[config.mk]
export PLATFORM = sky130hd
export DESIGN_NAME = eprgbt_top
export DESIGN_NICKNAME = d
export VERILOG_FILES = /design/src/rtl/eprgbt_pkg.sv /design/src/rtl/eprgbt_top.sv
export VERILOG_INCLUDE_DIRS = /design/src /design/src/rtl
export SDC_FILE = /design/constraint.sdc
export NUM_CORES = 1
export LEC_CHECK = 0
export BUFFER_PORTS_ARGS = -buffer_cell sky130_fd_sc_hd__buf_2
export CAP_MARGIN = 30
export CORE_MARGIN = 2
export CORE_UTILIZATION = 48
export DETAILED_ROUTE_END_ITERATION = 8
export PLACE_DENSITY = 0.75
export RECOVER_POWER = 100
export SETUP_SLACK_MARGIN = 0.1
export SYNTH_ARGS = -nofsm -noshare
export SYNTH_HDL_FRONTEND = slang
export SYNTH_SLANG_ARGS = --single-unit
[constraint.sdc]
create_clock -name aclk -period 2.8 [get_ports aclk]
set_clock_uncertainty 0.15 [all_clocks]
set_input_delay 0.56 -clock aclk [delete_from_list [all_inputs] [get_ports aclk]]
set_output_delay 0.56 -clock aclk [all_outputs]
set_load 0.03 [all_outputs]
[src/rtl/eprgbt_defs.svh]
// register map, field positions, reset values and timing counts
`ifndef EPRGBT_DEFS_SVH
`define EPRGBT_DEFS_SVH
`define EPRGBT_STAT_OFS 8'h00
`define EPRGBT_CTRL_OFS 8'h1C
`define EPRGBT_LAT_BIT 1
`define EPRGBT_PULSE_BIT 0
`define EPRGBT_CTRL_RST 2'h0
`define EPRGBT_ERASED 8'h00
`define EPRGBT_LAST_ADDR 14'h3FFF
`define EPRGBT_BOOT_VEC_LO 14'h3FE4
`define EPRGBT_BOOT_VEC_HI 14'h3FEF
`define EPRGBT_BOOT_VEC_MAX 3'h5
`define EPRGBT_USER_VEC_LO 14'h3FF0
`define EPRGBT_PSEUDO_BASE 14'h00E0
`define EPRGBT_PSEUDO_LEN 14'h0003
`define EPRGBT_RAM_JUMP 14'h0081
`define EPRGBT_CLK_MHZ 50
`define EPRGBT_PULSE_TIME_US 1000
`define EPRGBT_PULSE_CYC (`EPRGBT_PULSE_TIME_US * `EPRGBT_CLK_MHZ)
`define EPRGBT_SETTLE_CYC 20'h00006
`define EPRGBT_RESP_OKAY 2'h0
`define EPRGBT_RESP_SLVERR 2'h2
`endif

[src/rtl/eprgbt_pkg.sv]
// types shared by the eprom programming and boot mode block
package eprgbt_pkg;
    typedef enum logic [2:0] {
        MODE_SINGLE, MODE_EP_VERIFY, MODE_EP_PROGRAM, MODE_RAM_JUMP, MODE_RAM_LOAD
    } eprgbt_mode_t;
    typedef enum logic [3:0] {
        E_IDLE, E_PRST, E_PSETTLE, E_PLATCH, E_PWRITE, E_PPULSE, E_PCLR, E_PADV,
        E_VRST, E_VSETTLE, E_VCMP, E_VADV, E_DONE
    } eprgbt_eng_t;
    typedef struct packed {
        logic [13:0] addr;
        logic [7:0] wdata;
        logic rd_en;
        logic power;
    } eprgbt_arr_t;
    typedef struct packed {
        logic clk;
        logic rst;
    } eprgbt_cnt_t;
    typedef struct packed {
        logic programming_indicator;
        logic verify_match_indicator;
    } eprgbt_led_t;
endpackage

[src/rtl/eprgbt_top.sv]
// eprom programming control, boot mode selection and on-chip bootloader engine
//
// Overview of operation
// [RULE1] test voltage absent at reset release: single chip, port B straps ignored
// [RULE2] test voltage, bit 6 high, bit 2 low: eprom boot; bit 3 picks verify/program
// [RULE3] test voltage, bit 2 high: ram boot; bit 3 low jumps to $81, high loads (code also requires bit 6 high, else single chip)
// [RULE4] boot modes take vectors from reserved rom $3FE4 to $3FEF
// [RULE5] single chip takes all vectors from the on-chip eprom
// [RULE6] engine drives clock and reset of the external 14-bit address counter
// [RULE7] boot vectors redirect to three-byte ram pseudo-vectors
// [RULE8] eprom boot copies external image in, then verifies in a second pass (code copies only with bit 3 high; bit 3 low runs verify alone)
// [RULE9] programming indicator on while programming, off once finished
// [RULE10] verify indicator lit only on exact match; mismatch leaves both off
// [RULE11] control register at $1C: latch enable bit 1, pulse bit 0 resets 0
// [RULE12] latch set: eprom writes capture address and data, reads unavailable
// [RULE13] pulse settable only with latch already set; cleared when latch is 0
// [RULE14] one write never sets latch and pulse together
// [RULE15] software: latch, write byte, hold pulse for the pulse time, clear both
// [RULE16] erased locations read $00
// [RULE17] operator erases the eprom before programming
// [RULE18] writes to upper six control bits do nothing; they read as zero
//
// The AXI4-Lite slave port was chosen for this implementation.
`timescale 1ns/1ns
`include "eprgbt_defs.svh"

module eprgbt_top #(
    parameter int unsigned PULSE_CYCLES = `EPRGBT_PULSE_CYC
) (
    // clock, reset, enable
    input wire logic aclk,
    input wire logic aresetn,
    input wire logic ce,
    // axi4-lite write
    input wire logic awvalid,
    output logic awready,
    input wire logic [7:0] awaddr,
    input wire logic wvalid,
    output logic wready,
    input wire logic [31:0] wdata,
    input wire logic [3:0] wstrb,
    output logic bvalid,
    input wire logic bready,
    output logic [1:0] bresp,
    // axi4-lite read
    input wire logic arvalid,
    output logic arready,
    input wire logic [7:0] araddr,
    output logic rvalid,
    input wire logic rready,
    output logic [31:0] rdata,
    output logic [1:0] rresp,
    // strap pins
    input wire logic test_mode_voltage,
    input wire logic port_b_bit_two,
    input wire logic port_b_bit_three,
    input wire logic port_b_bit_six_in,
    // cpu eprom port
    input wire logic cpu_ep_wr,
    input wire logic cpu_ep_rd,
    input wire logic [13:0] cpu_ep_addr,
    input wire logic [7:0] cpu_ep_wdata,
    output logic [7:0] cpu_ep_rdata,
    // vector fetch
    input wire logic cpu_vec_fetch,
    input wire logic [2:0] cpu_vec_idx,
    output logic [13:0] vector_addr,
    output logic [13:0] pseudo_vec_addr,
    output logic [13:0] ram_entry_addr,
    // eprom array
    output eprgbt_pkg::eprgbt_arr_t arr,
    input wire logic [7:0] arr_rdata,
    // external counter and image data
    output eprgbt_pkg::eprgbt_cnt_t ext_cnt,
    input wire logic [7:0] ext_data,
    // indicator pins, port b bits one and six
    output eprgbt_pkg::eprgbt_led_t led,
    output logic led_oe
);

    function automatic logic reg_hit(input logic [7:0] a, input logic [7:0] ofs);
        reg_hit = (a[7:2] == ofs[7:2]);
    endfunction

    function automatic eprgbt_pkg::eprgbt_mode_t mode_dec(input logic [3:0] s);
        if (!s[3] || !s[0]) begin
            mode_dec = eprgbt_pkg::MODE_SINGLE;
        end else if (!s[2]) begin
            mode_dec = s[1] ? eprgbt_pkg::MODE_EP_PROGRAM : eprgbt_pkg::MODE_EP_VERIFY;
        end else begin
            mode_dec = s[1] ? eprgbt_pkg::MODE_RAM_LOAD : eprgbt_pkg::MODE_RAM_JUMP;
        end
    endfunction

    // ==========================================================
    // pin synchronisers
    // left without reset so they already hold the straps when reset lifts
    logic [3:0] strap_m_ff, strap_s_ff;
    logic [7:0] ext_m_ff, ext_s_ff;
    always_ff @(posedge aclk) begin
        if (ce) begin
            strap_m_ff <= {test_mode_voltage, port_b_bit_two, port_b_bit_three, port_b_bit_six_in};
            strap_s_ff <= strap_m_ff;
            ext_m_ff <= ext_data;
            ext_s_ff <= ext_m_ff;
        end
    end

    // ==========================================================
    // mode capture at reset release
    eprgbt_pkg::eprgbt_mode_t mode_ff;
    logic mode_taken_ff;
    logic boot_mode, ep_boot;
    always_ff @(posedge aclk) begin
        if (!aresetn) begin
            mode_ff <= eprgbt_pkg::MODE_SINGLE;
            mode_taken_ff <= 1'b0;
            ram_entry_addr <= 14'h0000;
        end else if (ce && !mode_taken_ff) begin
            mode_ff <= mode_dec(strap_s_ff); // [RULE1] [RULE2] [RULE3]
            mode_taken_ff <= 1'b1;
            if (mode_dec(strap_s_ff) == eprgbt_pkg::MODE_RAM_JUMP) begin
                ram_entry_addr <= `EPRGBT_RAM_JUMP; // [RULE3]
            end
        end
    end
    assign boot_mode = (mode_ff != eprgbt_pkg::MODE_SINGLE);
    assign ep_boot = (mode_ff == eprgbt_pkg::MODE_EP_VERIFY)
        || (mode_ff == eprgbt_pkg::MODE_EP_PROGRAM);

    // ==========================================================
    // axi4-lite slave handshakes
    logic aw_hold_ff, w_hold_ff;
    logic [7:0] aw_addr_ff;
    logic [31:0] w_data_ff;
    logic [3:0] w_strb_ff;
    logic aw_hs, w_hs, do_wr, ctrl_wr;
    logic [7:0] wr_addr;
    logic [31:0] wr_data;
    logic [3:0] wr_strb;
    assign awready = ce && !aw_hold_ff && !bvalid;
    assign wready = ce && !w_hold_ff && !bvalid;
    assign aw_hs = awvalid && awready;
    assign w_hs = wvalid && wready;
    assign do_wr = (aw_hold_ff || aw_hs) && (w_hold_ff || w_hs);
    assign wr_addr = aw_hold_ff ? aw_addr_ff : awaddr;
    assign wr_data = w_hold_ff ? w_data_ff : wdata;
    assign wr_strb = w_hold_ff ? w_strb_ff : wstrb;
    assign ctrl_wr = do_wr && reg_hit(wr_addr, `EPRGBT_CTRL_OFS) && wr_strb[0];

    always_ff @(posedge aclk) begin
        if (!aresetn) begin
            aw_hold_ff <= 1'b0;
            w_hold_ff <= 1'b0;
            aw_addr_ff <= 8'h00;
            w_data_ff <= 32'h00000000;
            w_strb_ff <= 4'h0;
            bvalid <= 1'b0;
            bresp <= `EPRGBT_RESP_OKAY;
        end else if (ce) begin
            if (do_wr) begin
                aw_hold_ff <= 1'b0;
                w_hold_ff <= 1'b0;
                bvalid <= 1'b1;
                bresp <= (reg_hit(wr_addr, `EPRGBT_CTRL_OFS) || reg_hit(wr_addr, `EPRGBT_STAT_OFS))
                    ? `EPRGBT_RESP_OKAY : `EPRGBT_RESP_SLVERR;
            end else begin
                if (aw_hs) begin
                    aw_hold_ff <= 1'b1;
                    aw_addr_ff <= awaddr;
                end
                if (w_hs) begin
                    w_hold_ff <= 1'b1;
                    w_data_ff <= wdata;
                    w_strb_ff <= wstrb;
                end
                if (bvalid && bready) begin
                    bvalid <= 1'b0;
                end
            end
        end
    end

    // ==========================================================
    // bootloader engine
    eprgbt_pkg::eprgbt_eng_t state_ff;
    logic [19:0] wait_ff;
    logic [13:0] eng_addr_ff;
    logic [7:0] eng_data_ff;
    logic mismatch_ff, busy, eng_wr, lat_want, pulse_want, program_phase;
    logic [1:0] ctrl_ff;
    assign busy = (state_ff != eprgbt_pkg::E_IDLE) && (state_ff != eprgbt_pkg::E_DONE);
    assign eng_wr = (state_ff == eprgbt_pkg::E_PWRITE);
    // latch goes up one state early so the write state already captures the byte
    assign lat_want = (state_ff == eprgbt_pkg::E_PLATCH) || (state_ff == eprgbt_pkg::E_PWRITE)
        || (state_ff == eprgbt_pkg::E_PPULSE); // [RULE12]
    assign pulse_want = (state_ff == eprgbt_pkg::E_PPULSE);
    assign program_phase = (state_ff >= eprgbt_pkg::E_PRST) && (state_ff <= eprgbt_pkg::E_PADV);

    always_ff @(posedge aclk) begin
        if (!aresetn) begin
            state_ff <= eprgbt_pkg::E_IDLE;
            wait_ff <= 20'h00000;
            eng_addr_ff <= 14'h0000;
            eng_data_ff <= 8'h00;
            mismatch_ff <= 1'b0;
        end else if (ce) begin
            unique case (state_ff)
                eprgbt_pkg::E_IDLE: begin
                    if (mode_taken_ff && mode_ff == eprgbt_pkg::MODE_EP_PROGRAM) begin
                        state_ff <= eprgbt_pkg::E_PRST; // [RULE8]
                    end else if (mode_taken_ff && mode_ff == eprgbt_pkg::MODE_EP_VERIFY) begin
                        state_ff <= eprgbt_pkg::E_VRST;
                    end
                end
                eprgbt_pkg::E_PRST: begin
                    eng_addr_ff <= 14'h0000;
                    wait_ff <= 20'h00000;
                    state_ff <= eprgbt_pkg::E_PSETTLE;
                end
                eprgbt_pkg::E_PSETTLE: begin
                    wait_ff <= wait_ff + 20'h00001;
                    if (wait_ff == `EPRGBT_SETTLE_CYC - 20'h00001) begin
                        eng_data_ff <= ext_s_ff;
                        // erased bytes already hold the image value
                        state_ff <= (ext_s_ff == `EPRGBT_ERASED) ? eprgbt_pkg::E_PADV
                            : eprgbt_pkg::E_PLATCH; // [RULE16]
                    end
                end
                eprgbt_pkg::E_PLATCH: state_ff <= eprgbt_pkg::E_PWRITE;
                eprgbt_pkg::E_PWRITE: begin
                    wait_ff <= 20'h00000;
                    state_ff <= eprgbt_pkg::E_PPULSE;
                end
                eprgbt_pkg::E_PPULSE: begin
                    wait_ff <= wait_ff + 20'h00001;
                    if (wait_ff == 20'(PULSE_CYCLES - 1)) begin
                        state_ff <= eprgbt_pkg::E_PCLR;
                    end
                end
                eprgbt_pkg::E_PCLR: state_ff <= eprgbt_pkg::E_PADV;
                eprgbt_pkg::E_PADV: begin
                    eng_addr_ff <= eng_addr_ff + 14'h0001;
                    wait_ff <= 20'h00000;
                    state_ff <= (eng_addr_ff == `EPRGBT_LAST_ADDR) ? eprgbt_pkg::E_VRST
                        : eprgbt_pkg::E_PSETTLE; // [RULE8]
                end
                eprgbt_pkg::E_VRST: begin
                    eng_addr_ff <= 14'h0000;
                    wait_ff <= 20'h00000;
                    state_ff <= eprgbt_pkg::E_VSETTLE;
                end
                eprgbt_pkg::E_VSETTLE: begin
                    wait_ff <= wait_ff + 20'h00001;
                    if (wait_ff == `EPRGBT_SETTLE_CYC - 20'h00001) begin
                        state_ff <= eprgbt_pkg::E_VCMP;
                    end
                end
                eprgbt_pkg::E_VCMP: begin
                    if (arr_rdata != ext_s_ff) begin
                        mismatch_ff <= 1'b1; // [RULE10]
                    end
                    state_ff <= eprgbt_pkg::E_VADV;
                end
                eprgbt_pkg::E_VADV: begin
                    eng_addr_ff <= eng_addr_ff + 14'h0001;
                    wait_ff <= 20'h00000;
                    state_ff <= (eng_addr_ff == `EPRGBT_LAST_ADDR) ? eprgbt_pkg::E_DONE
                        : eprgbt_pkg::E_VSETTLE;
                end
                eprgbt_pkg::E_DONE: state_ff <= eprgbt_pkg::E_DONE;
            endcase
        end
    end

    // counter strobes registered; the settle wait covers this lag plus the synchroniser
    always_ff @(posedge aclk) begin
        if (!aresetn) begin
            ext_cnt <= '0;
            led <= '0;
        end else if (ce) begin
            ext_cnt.clk <= (state_ff == eprgbt_pkg::E_PADV)
                || (state_ff == eprgbt_pkg::E_VADV); // [RULE6]
            ext_cnt.rst <= (state_ff == eprgbt_pkg::E_PRST)
                || (state_ff == eprgbt_pkg::E_VRST); // [RULE6]
            led.programming_indicator <= program_phase; // [RULE9]
            led.verify_match_indicator <= (state_ff == eprgbt_pkg::E_DONE)
                && !mismatch_ff; // [RULE10]
        end
    end
    assign led_oe = ep_boot;

    // ==========================================================
    // programming control register
    always_ff @(posedge aclk) begin
        if (!aresetn) begin
            ctrl_ff <= `EPRGBT_CTRL_RST; // [RULE11]
        end else if (ce) begin
            if (busy) begin
                // engine owns the register while it runs; bus writes are dropped
                ctrl_ff[`EPRGBT_LAT_BIT] <= lat_want;
                ctrl_ff[`EPRGBT_PULSE_BIT] <= pulse_want && ctrl_ff[`EPRGBT_LAT_BIT]; // [RULE13]
            end else if (ctrl_wr) begin
                // only bits 1:0 are kept, upper data bits are dropped [RULE18]
                ctrl_ff[`EPRGBT_LAT_BIT] <= wr_data[`EPRGBT_LAT_BIT];
                ctrl_ff[`EPRGBT_PULSE_BIT] <= wr_data[`EPRGBT_PULSE_BIT]
                    && wr_data[`EPRGBT_LAT_BIT] && ctrl_ff[`EPRGBT_LAT_BIT]; // [RULE13] [RULE14]
            end else if (!ctrl_ff[`EPRGBT_LAT_BIT]) begin
                ctrl_ff[`EPRGBT_PULSE_BIT] <= 1'b0; // [RULE13]
            end
        end
    end

    // ==========================================================
    // eprom array access
    logic [13:0] lat_addr_ff;
    logic [7:0] lat_data_ff;
    always_ff @(posedge aclk) begin
        if (!aresetn) begin
            lat_addr_ff <= 14'h0000;
            lat_data_ff <= 8'h00;
            cpu_ep_rdata <= 8'h00;
        end else if (ce) begin
            if (ctrl_ff[`EPRGBT_LAT_BIT] && (eng_wr || cpu_ep_wr)) begin
                lat_addr_ff <= eng_wr ? eng_addr_ff : cpu_ep_addr; // [RULE12]
                lat_data_ff <= eng_wr ? eng_data_ff : cpu_ep_wdata; // [RULE12]
            end
            if (cpu_ep_rd) begin
                cpu_ep_rdata <= ctrl_ff[`EPRGBT_LAT_BIT] ? `EPRGBT_ERASED : arr_rdata; // [RULE12]
            end
        end
    end
    assign arr.addr = ctrl_ff[`EPRGBT_LAT_BIT] ? lat_addr_ff : (busy ? eng_addr_ff : cpu_ep_addr);
    assign arr.wdata = lat_data_ff;
    assign arr.rd_en = !ctrl_ff[`EPRGBT_LAT_BIT]; // [RULE12]
    assign arr.power = ctrl_ff[`EPRGBT_PULSE_BIT]; // [RULE13]

    // ==========================================================
    // vector redirection
    logic [2:0] vidx;
    assign vidx = (cpu_vec_idx > `EPRGBT_BOOT_VEC_MAX) ? `EPRGBT_BOOT_VEC_MAX : cpu_vec_idx;
    always_ff @(posedge aclk) begin
        if (!aresetn) begin
            vector_addr <= 14'h0000;
            pseudo_vec_addr <= 14'h0000;
        end else if (ce && cpu_vec_fetch) begin
            if (boot_mode) begin
                vector_addr <= `EPRGBT_BOOT_VEC_LO + {10'h000, vidx, 1'b0}; // [RULE4]
                pseudo_vec_addr <= `EPRGBT_PSEUDO_BASE
                    + `EPRGBT_PSEUDO_LEN * {11'h000, vidx}; // [RULE7]
            end else begin
                vector_addr <= `EPRGBT_USER_VEC_LO + {10'h000, cpu_vec_idx, 1'b0}; // [RULE5]
                pseudo_vec_addr <= 14'h0000;
            end
        end
    end

    // ==========================================================
    // axi4-lite read
    assign arready = ce && !rvalid;
    always_ff @(posedge aclk) begin
        if (!aresetn) begin
            rvalid <= 1'b0;
            rdata <= 32'h00000000;
            rresp <= `EPRGBT_RESP_OKAY;
        end else if (ce) begin
            if (arvalid && arready) begin
                rvalid <= 1'b1;
                rresp <= `EPRGBT_RESP_OKAY;
                if (reg_hit(araddr, `EPRGBT_CTRL_OFS)) begin
                    rdata <= {30'h00000000, ctrl_ff}; // [RULE18]
                end else if (reg_hit(araddr, `EPRGBT_STAT_OFS)) begin
                    rdata <= {22'h000000, mismatch_ff, state_ff == eprgbt_pkg::E_DONE,
                        led.verify_match_indicator, led.programming_indicator, busy,
                        mode_taken_ff, 1'b0, mode_ff};
                end else begin
                    rdata <= 32'h00000000;
                    rresp <= `EPRGBT_RESP_SLVERR;
                end
            end else if (rvalid && rready) begin
                rvalid <= 1'b0;
            end
        end
    end

    // ==========================================================
    // assertions
    property p_single_chip;
        @(posedge aclk) disable iff (!aresetn)
        ce && !mode_taken_ff && !strap_s_ff[3] |=> mode_ff == eprgbt_pkg::MODE_SINGLE;
    endproperty
    a_single_chip: assert property (p_single_chip) else $error("single chip not taken"); // [RULE1]

    property p_boot_vec;
        @(posedge aclk) disable iff (!aresetn)
        ce && cpu_vec_fetch && boot_mode
        |=> vector_addr inside {[`EPRGBT_BOOT_VEC_LO:`EPRGBT_BOOT_VEC_HI]};
    endproperty
    a_boot_vec: assert property (p_boot_vec) else $error("boot vector outside rom"); // [RULE4]

    property p_pseudo;
        @(posedge aclk) disable iff (!aresetn)
        ce && cpu_vec_fetch && boot_mode && cpu_vec_idx <= `EPRGBT_BOOT_VEC_MAX
        |=> pseudo_vec_addr == `EPRGBT_PSEUDO_BASE + 14'h0003 * {11'h000, $past(cpu_vec_idx)};
    endproperty
    a_pseudo: assert property (p_pseudo) else $error("pseudo vector stride wrong"); // [RULE7]

    property p_cnt_clk;
        @(posedge aclk) disable iff (!aresetn)
        ce && state_ff == eprgbt_pkg::E_PADV |=> ext_cnt.clk && !ext_cnt.rst;
    endproperty
    a_cnt_clk: assert property (p_cnt_clk) else $error("counter clock missing"); // [RULE6]

    property p_pass_order;
        @(posedge aclk) disable iff (!aresetn)
        $rose(state_ff == eprgbt_pkg::E_VRST) && mode_ff == eprgbt_pkg::MODE_EP_PROGRAM
        |-> $past(state_ff) == eprgbt_pkg::E_PADV && $past(eng_addr_ff) == `EPRGBT_LAST_ADDR;
    endproperty
    a_pass_order: assert property (p_pass_order) else $error("verify before program end"); // [RULE8]

    property p_led_program;
        @(posedge aclk) disable iff (!aresetn)
        ce && state_ff == eprgbt_pkg::E_PPULSE |=> led.programming_indicator;
    endproperty
    a_led_program: assert property (p_led_program) else $error("program led off"); // [RULE9]

    property p_led_verify;
        @(posedge aclk) disable iff (!aresetn)
        led.verify_match_indicator |-> !mismatch_ff && !led.programming_indicator;
    endproperty
    a_led_verify: assert property (p_led_verify) else $error("verify led on mismatch"); // [RULE10]

    property p_latch_read;
        @(posedge aclk) disable iff (!aresetn)
        ce && cpu_ep_rd && ctrl_ff[`EPRGBT_LAT_BIT] |=> cpu_ep_rdata == `EPRGBT_ERASED;
    endproperty
    a_latch_read: assert property (p_latch_read) else $error("read during latch"); // [RULE12]

    property p_pulse_rise;
        @(posedge aclk) disable iff (!aresetn)
        $rose(ctrl_ff[`EPRGBT_PULSE_BIT]) |-> $past(ctrl_ff[`EPRGBT_LAT_BIT]);
    endproperty
    a_pulse_rise: assert property (p_pulse_rise) else $error("pulse without latch"); // [RULE13]

    property p_one_write;
        @(posedge aclk) disable iff (!aresetn)
        ce && ctrl_wr && !busy && !ctrl_ff[`EPRGBT_LAT_BIT] |=> !ctrl_ff[`EPRGBT_PULSE_BIT];
    endproperty
    a_one_write: assert property (p_one_write) else $error("both bits set at once"); // [RULE14]

endmodule

==> results by group <==
Placement
  – Routability cong.: between 0.8 and 0.9
  – DP Worst Slack: around 500 ps
  – Detailed Place HPWL: roughly 12 mm
  – Cells after DPL: about 1100
  – Number of port buffers: around 150
  – Placed cell area: 0.00804 mm²

Global route
  – GRT overflow: 0
  – GRT Overall Usage: 21.9%
  – Initial antenna violation count: 0
  – First-pass GRT wire length: ~29 mm
  – Largest net degree at the start of global routing: 52
  – Vias in the first global route: approximately 5700

Route
  – Max layer used: met4
  – Remaining DRCs: 0
  – DR vias: 6300
  – Initial DRC Count: between 500 and 600
  – DR WL/cell: around 15 µm
  – DRT antenna net count: 0
  – Vias/cell: between 5 and 6
  – Metal2 WL: approximately 8.5 mm
  – WL final: between 15 and 20 mm
  – M1 WL: ~7.8 mm
  – Drt pass-1 iters: 5
  – Metal3 WL: about 1.2 mm

Yosys
  – Synth Register Bits: about 150
  – Ys Warns: 0
  – Async SR Flop Fraction: 0%
  – Post-synth EDFFs: 24
  – Ys flop type: dfxtp_1
  – Gate Count Post-Synth: roughly 830
  – Mean Syn Cell Area: between 8 and 9 µm²
  – Mux share of post-synthesis cell area: 8.51%
  – Cell variety after synth: 69
  – XOR/XNOR Fraction of Synth Area: 2.72%
  – Combinational family with the most area after synthesis: simple AND/OR/NAND/NOR gates
  – Post-synthesis adder-cell area fraction: under 10%
  – Simple-gate share of the synthesized area: between 20% and 30%
  – Area of the mapped netlist: between 0.007 and 0.008 mm²
  – Post-synthesis sequential area ratio: a little over two fifths
  – Compound-gate portion of the synthesized area: ~15%

Final layout
  – Most frequent cells in the layout: dfxtp_1 (121), nor2_1 (97), buf_2 (71)
  – Layout cells sized above 1: 16.1%
  – Area delta synth->final: 16.7%
  – Post-route cell area: about 0.0086 mm²
  – Fill cell count: around 1400
  – Multi-input gate area: 0.00365 mm²
  – Antenna cells: 0
  – Post-layout nets: roughly 1100
  – Storage element area: roughly 0.0032 mm²
  – Commonest non-fill, non-tap cell in the layout: dfxtp_1
  – Final non-filler cell total: 1157

Clock network
  – CTS buffer count: 17
  – Clock Tree Root: clkbuf_16
  – Clock Tree Buf Depth: 2
  – Clock insertion delay at the later pin of the skew report: around 430 ps
  – CTS clock-pin slew for the worst setup and hold paths: about 60 ps
  – H-tree depth: 4
  – CTS tree: built
  – Clk sinks: between 100 and 150
  – Post-CTS Setup Inserts: 0

Floorplanning
  – Core box area: approximately 0.015 mm²
  – IO Count: approximately 230
  – Die X-Extent: roughly 130 µm
  – Initial Utilization: just under 50%
  – Die H: 128 µm
  – Standard-cell rows: between 40 and 50
  – Die ar.: around 0.016 mm²

Worst setup path
  – Number of cells on the worst reg-to-reg path: 6
  – Arr. time, crit path: 2810 ps
  – Critical path launch point type: primary input
  – Crit Path Max Fanout: 14
  – Required time of the critical path: roughly 2900 ps
  – Crit Path Category: in2reg
  – Critical Path Sink Type: flop

Timing
  – Worst Max-Slew Pin Slew: between 1000 and 1500 ps
  – Setup Viol. Count Final: 0
  – Setup TNS: 0 ps
  – Final min period: approximately 2700 ps
  – Final Max Slew Viols: 0
  – Setup WS post-layout: ~120 ps
  – Crit share post-route: a little over nine tenths
  – Relative slew slack: roughly 29%
  – Count of final hold-check violations: 0
  – RSZ-0062 raised after global routing: yes
  – Peak Freq: around 370 MHz

Pwr
  – Maximum vdd drop: ~0.43 mV
  – Overall Power: 5.22 mW
  – Cell Pwr Density: ~610 mW/mm²
  – Leak pwr: ~3.1 nW

Min path
  – Worst hold path type: in2reg
  – Worst Hold Depth: 1

Job
  – Max cap viols: 0

Outcome
  – Status: finished, final reports clean
-- routing by layer --
layer / vias to the layer above / GRT usage [%]
met4: 0 / 6.85
met3: 21 / 5.68
li1: 3128 / -
met1: 2916 / 28.3
met2: 235 / 36.0
met5: - / 0
-- repair_timing --
| item | CTS | global route |
|---|---|---|
| hold buffers | 0 | 0 |
| endpoints found under the setup margin | 14 | 13 |
| gates resized for setup | 3 | 5 |
-- report_power, final --
group / internal (mW) / switching, mW / leakage [nW]
Sequential: 2.21 / 0.0407 / 1.23
Combinational: 0.143 / 0.361 / 1.60
Clock: 1.62 / 0.852 / 0.317
Total: 3.97 / 1.25 / 3.14
-- layout make-up --
class / instances / share of cell area (%)
Inverter: 13 / 0.569
Timing Repair Buffer: 170 / 9.44
Tap cell: 188 / 2.74
Clock buffer: 21 / 5.37
Multi-Input combinational cell: 607 / 42.6
Sequential cell: 147 / 37.1
Clock inverter: 11 / 2.13
-- worst paths after layout --
path               start        endpoint  slack [ps]
max                   ce  eng_data_ff[5]         120
min          ext_data[7]     ext_m_ff[7]         160
min reg2reg  ext_m_ff[0]     ext_s_ff[0]         270
max reg2reg  state_ff[3]     wait_ff[19]         270
-- kinds of logic (layout without fill, tap and decap cells) --
group	count (synthesis)	count (layout)
compound gates	174	174
mux	62	62
buf+inv	117	215
xor+xnor	22	22
flops	147	147
fa+ha+maj	7	7
simple gates	298	298
other cells	1	44
-- cells in the mapped netlist (all sizes together) (2+ instances only) --
cell type    n  area share, %
xor2        11            1.3
o21a         2           0.20
ha           6            1.0
or4          2           0.20
nand4       20            1.9
or3         14            1.2
and4         3           0.36
a22oi        3           0.31
edfxtp      24            9.8
nor2b        2           0.17
mux2         4           0.61
xnor2       11            1.4
inv         12           0.61
nor4b        2           0.24
a21oi       66            4.5
clkbuf      33            1.7
nand4b       2           0.24
nand2b       2           0.17
dfxtp      123             34
a21boi       2           0.20
and3         6           0.51
and2        10           0.85
o211ai       2           0.20
nor3        13            1.0
a221oi       3           0.60
o21ai       46            3.2
nand3b       3           0.31
nand4bb      2           0.31
mux2i       58            7.9
nor3b       10            1.0
a211oi      26            2.7
nand3       32            2.2
nand2       59            3.0
o311ai       2           0.24
or2          6           0.51
buf         71            6.8
a311oi       5           0.60
a31oi        4           0.34
nor2        98            5.0
nor4         7           0.68
-- through the flow --
stage,utilization (%),hold slack (ps)
CTS,57.6,144
global placement,53.3,252
detailed placement,53.3,255
floorplan,-,250
global route,56.8,142
finish,56.8,158
-- critical path, cell delays in order --
cell,delay [ps]
clkbuf_1,200
clkbuf_1,570
clkbuf_1,540
nand4_1,200
nor3_2,220
buf_4,230
mux2i_1,210
nor2_1,50
-- registers in the layout, summed over array words and instances, names as in the netlist, 2 cells and up --
register,flops
wait_ff,20
pseudo_vec_addr,6
ext_s_ff,8
aw_addr_ff,6
ctrl_ff,2
mode_ff,3
led,2
eng_data_ff,8
eng_addr_ff,14
cpu_ep_rdata,8
state_ff,4
ext_m_ff,8
w_data_ff,2
strap_m_ff,4
strap_s_ff,4
lat_data_ff,8
vector_addr,5
rdata,9
ext_cnt,2
lat_addr_ff,14
Power figures use the tool's default switching activity.
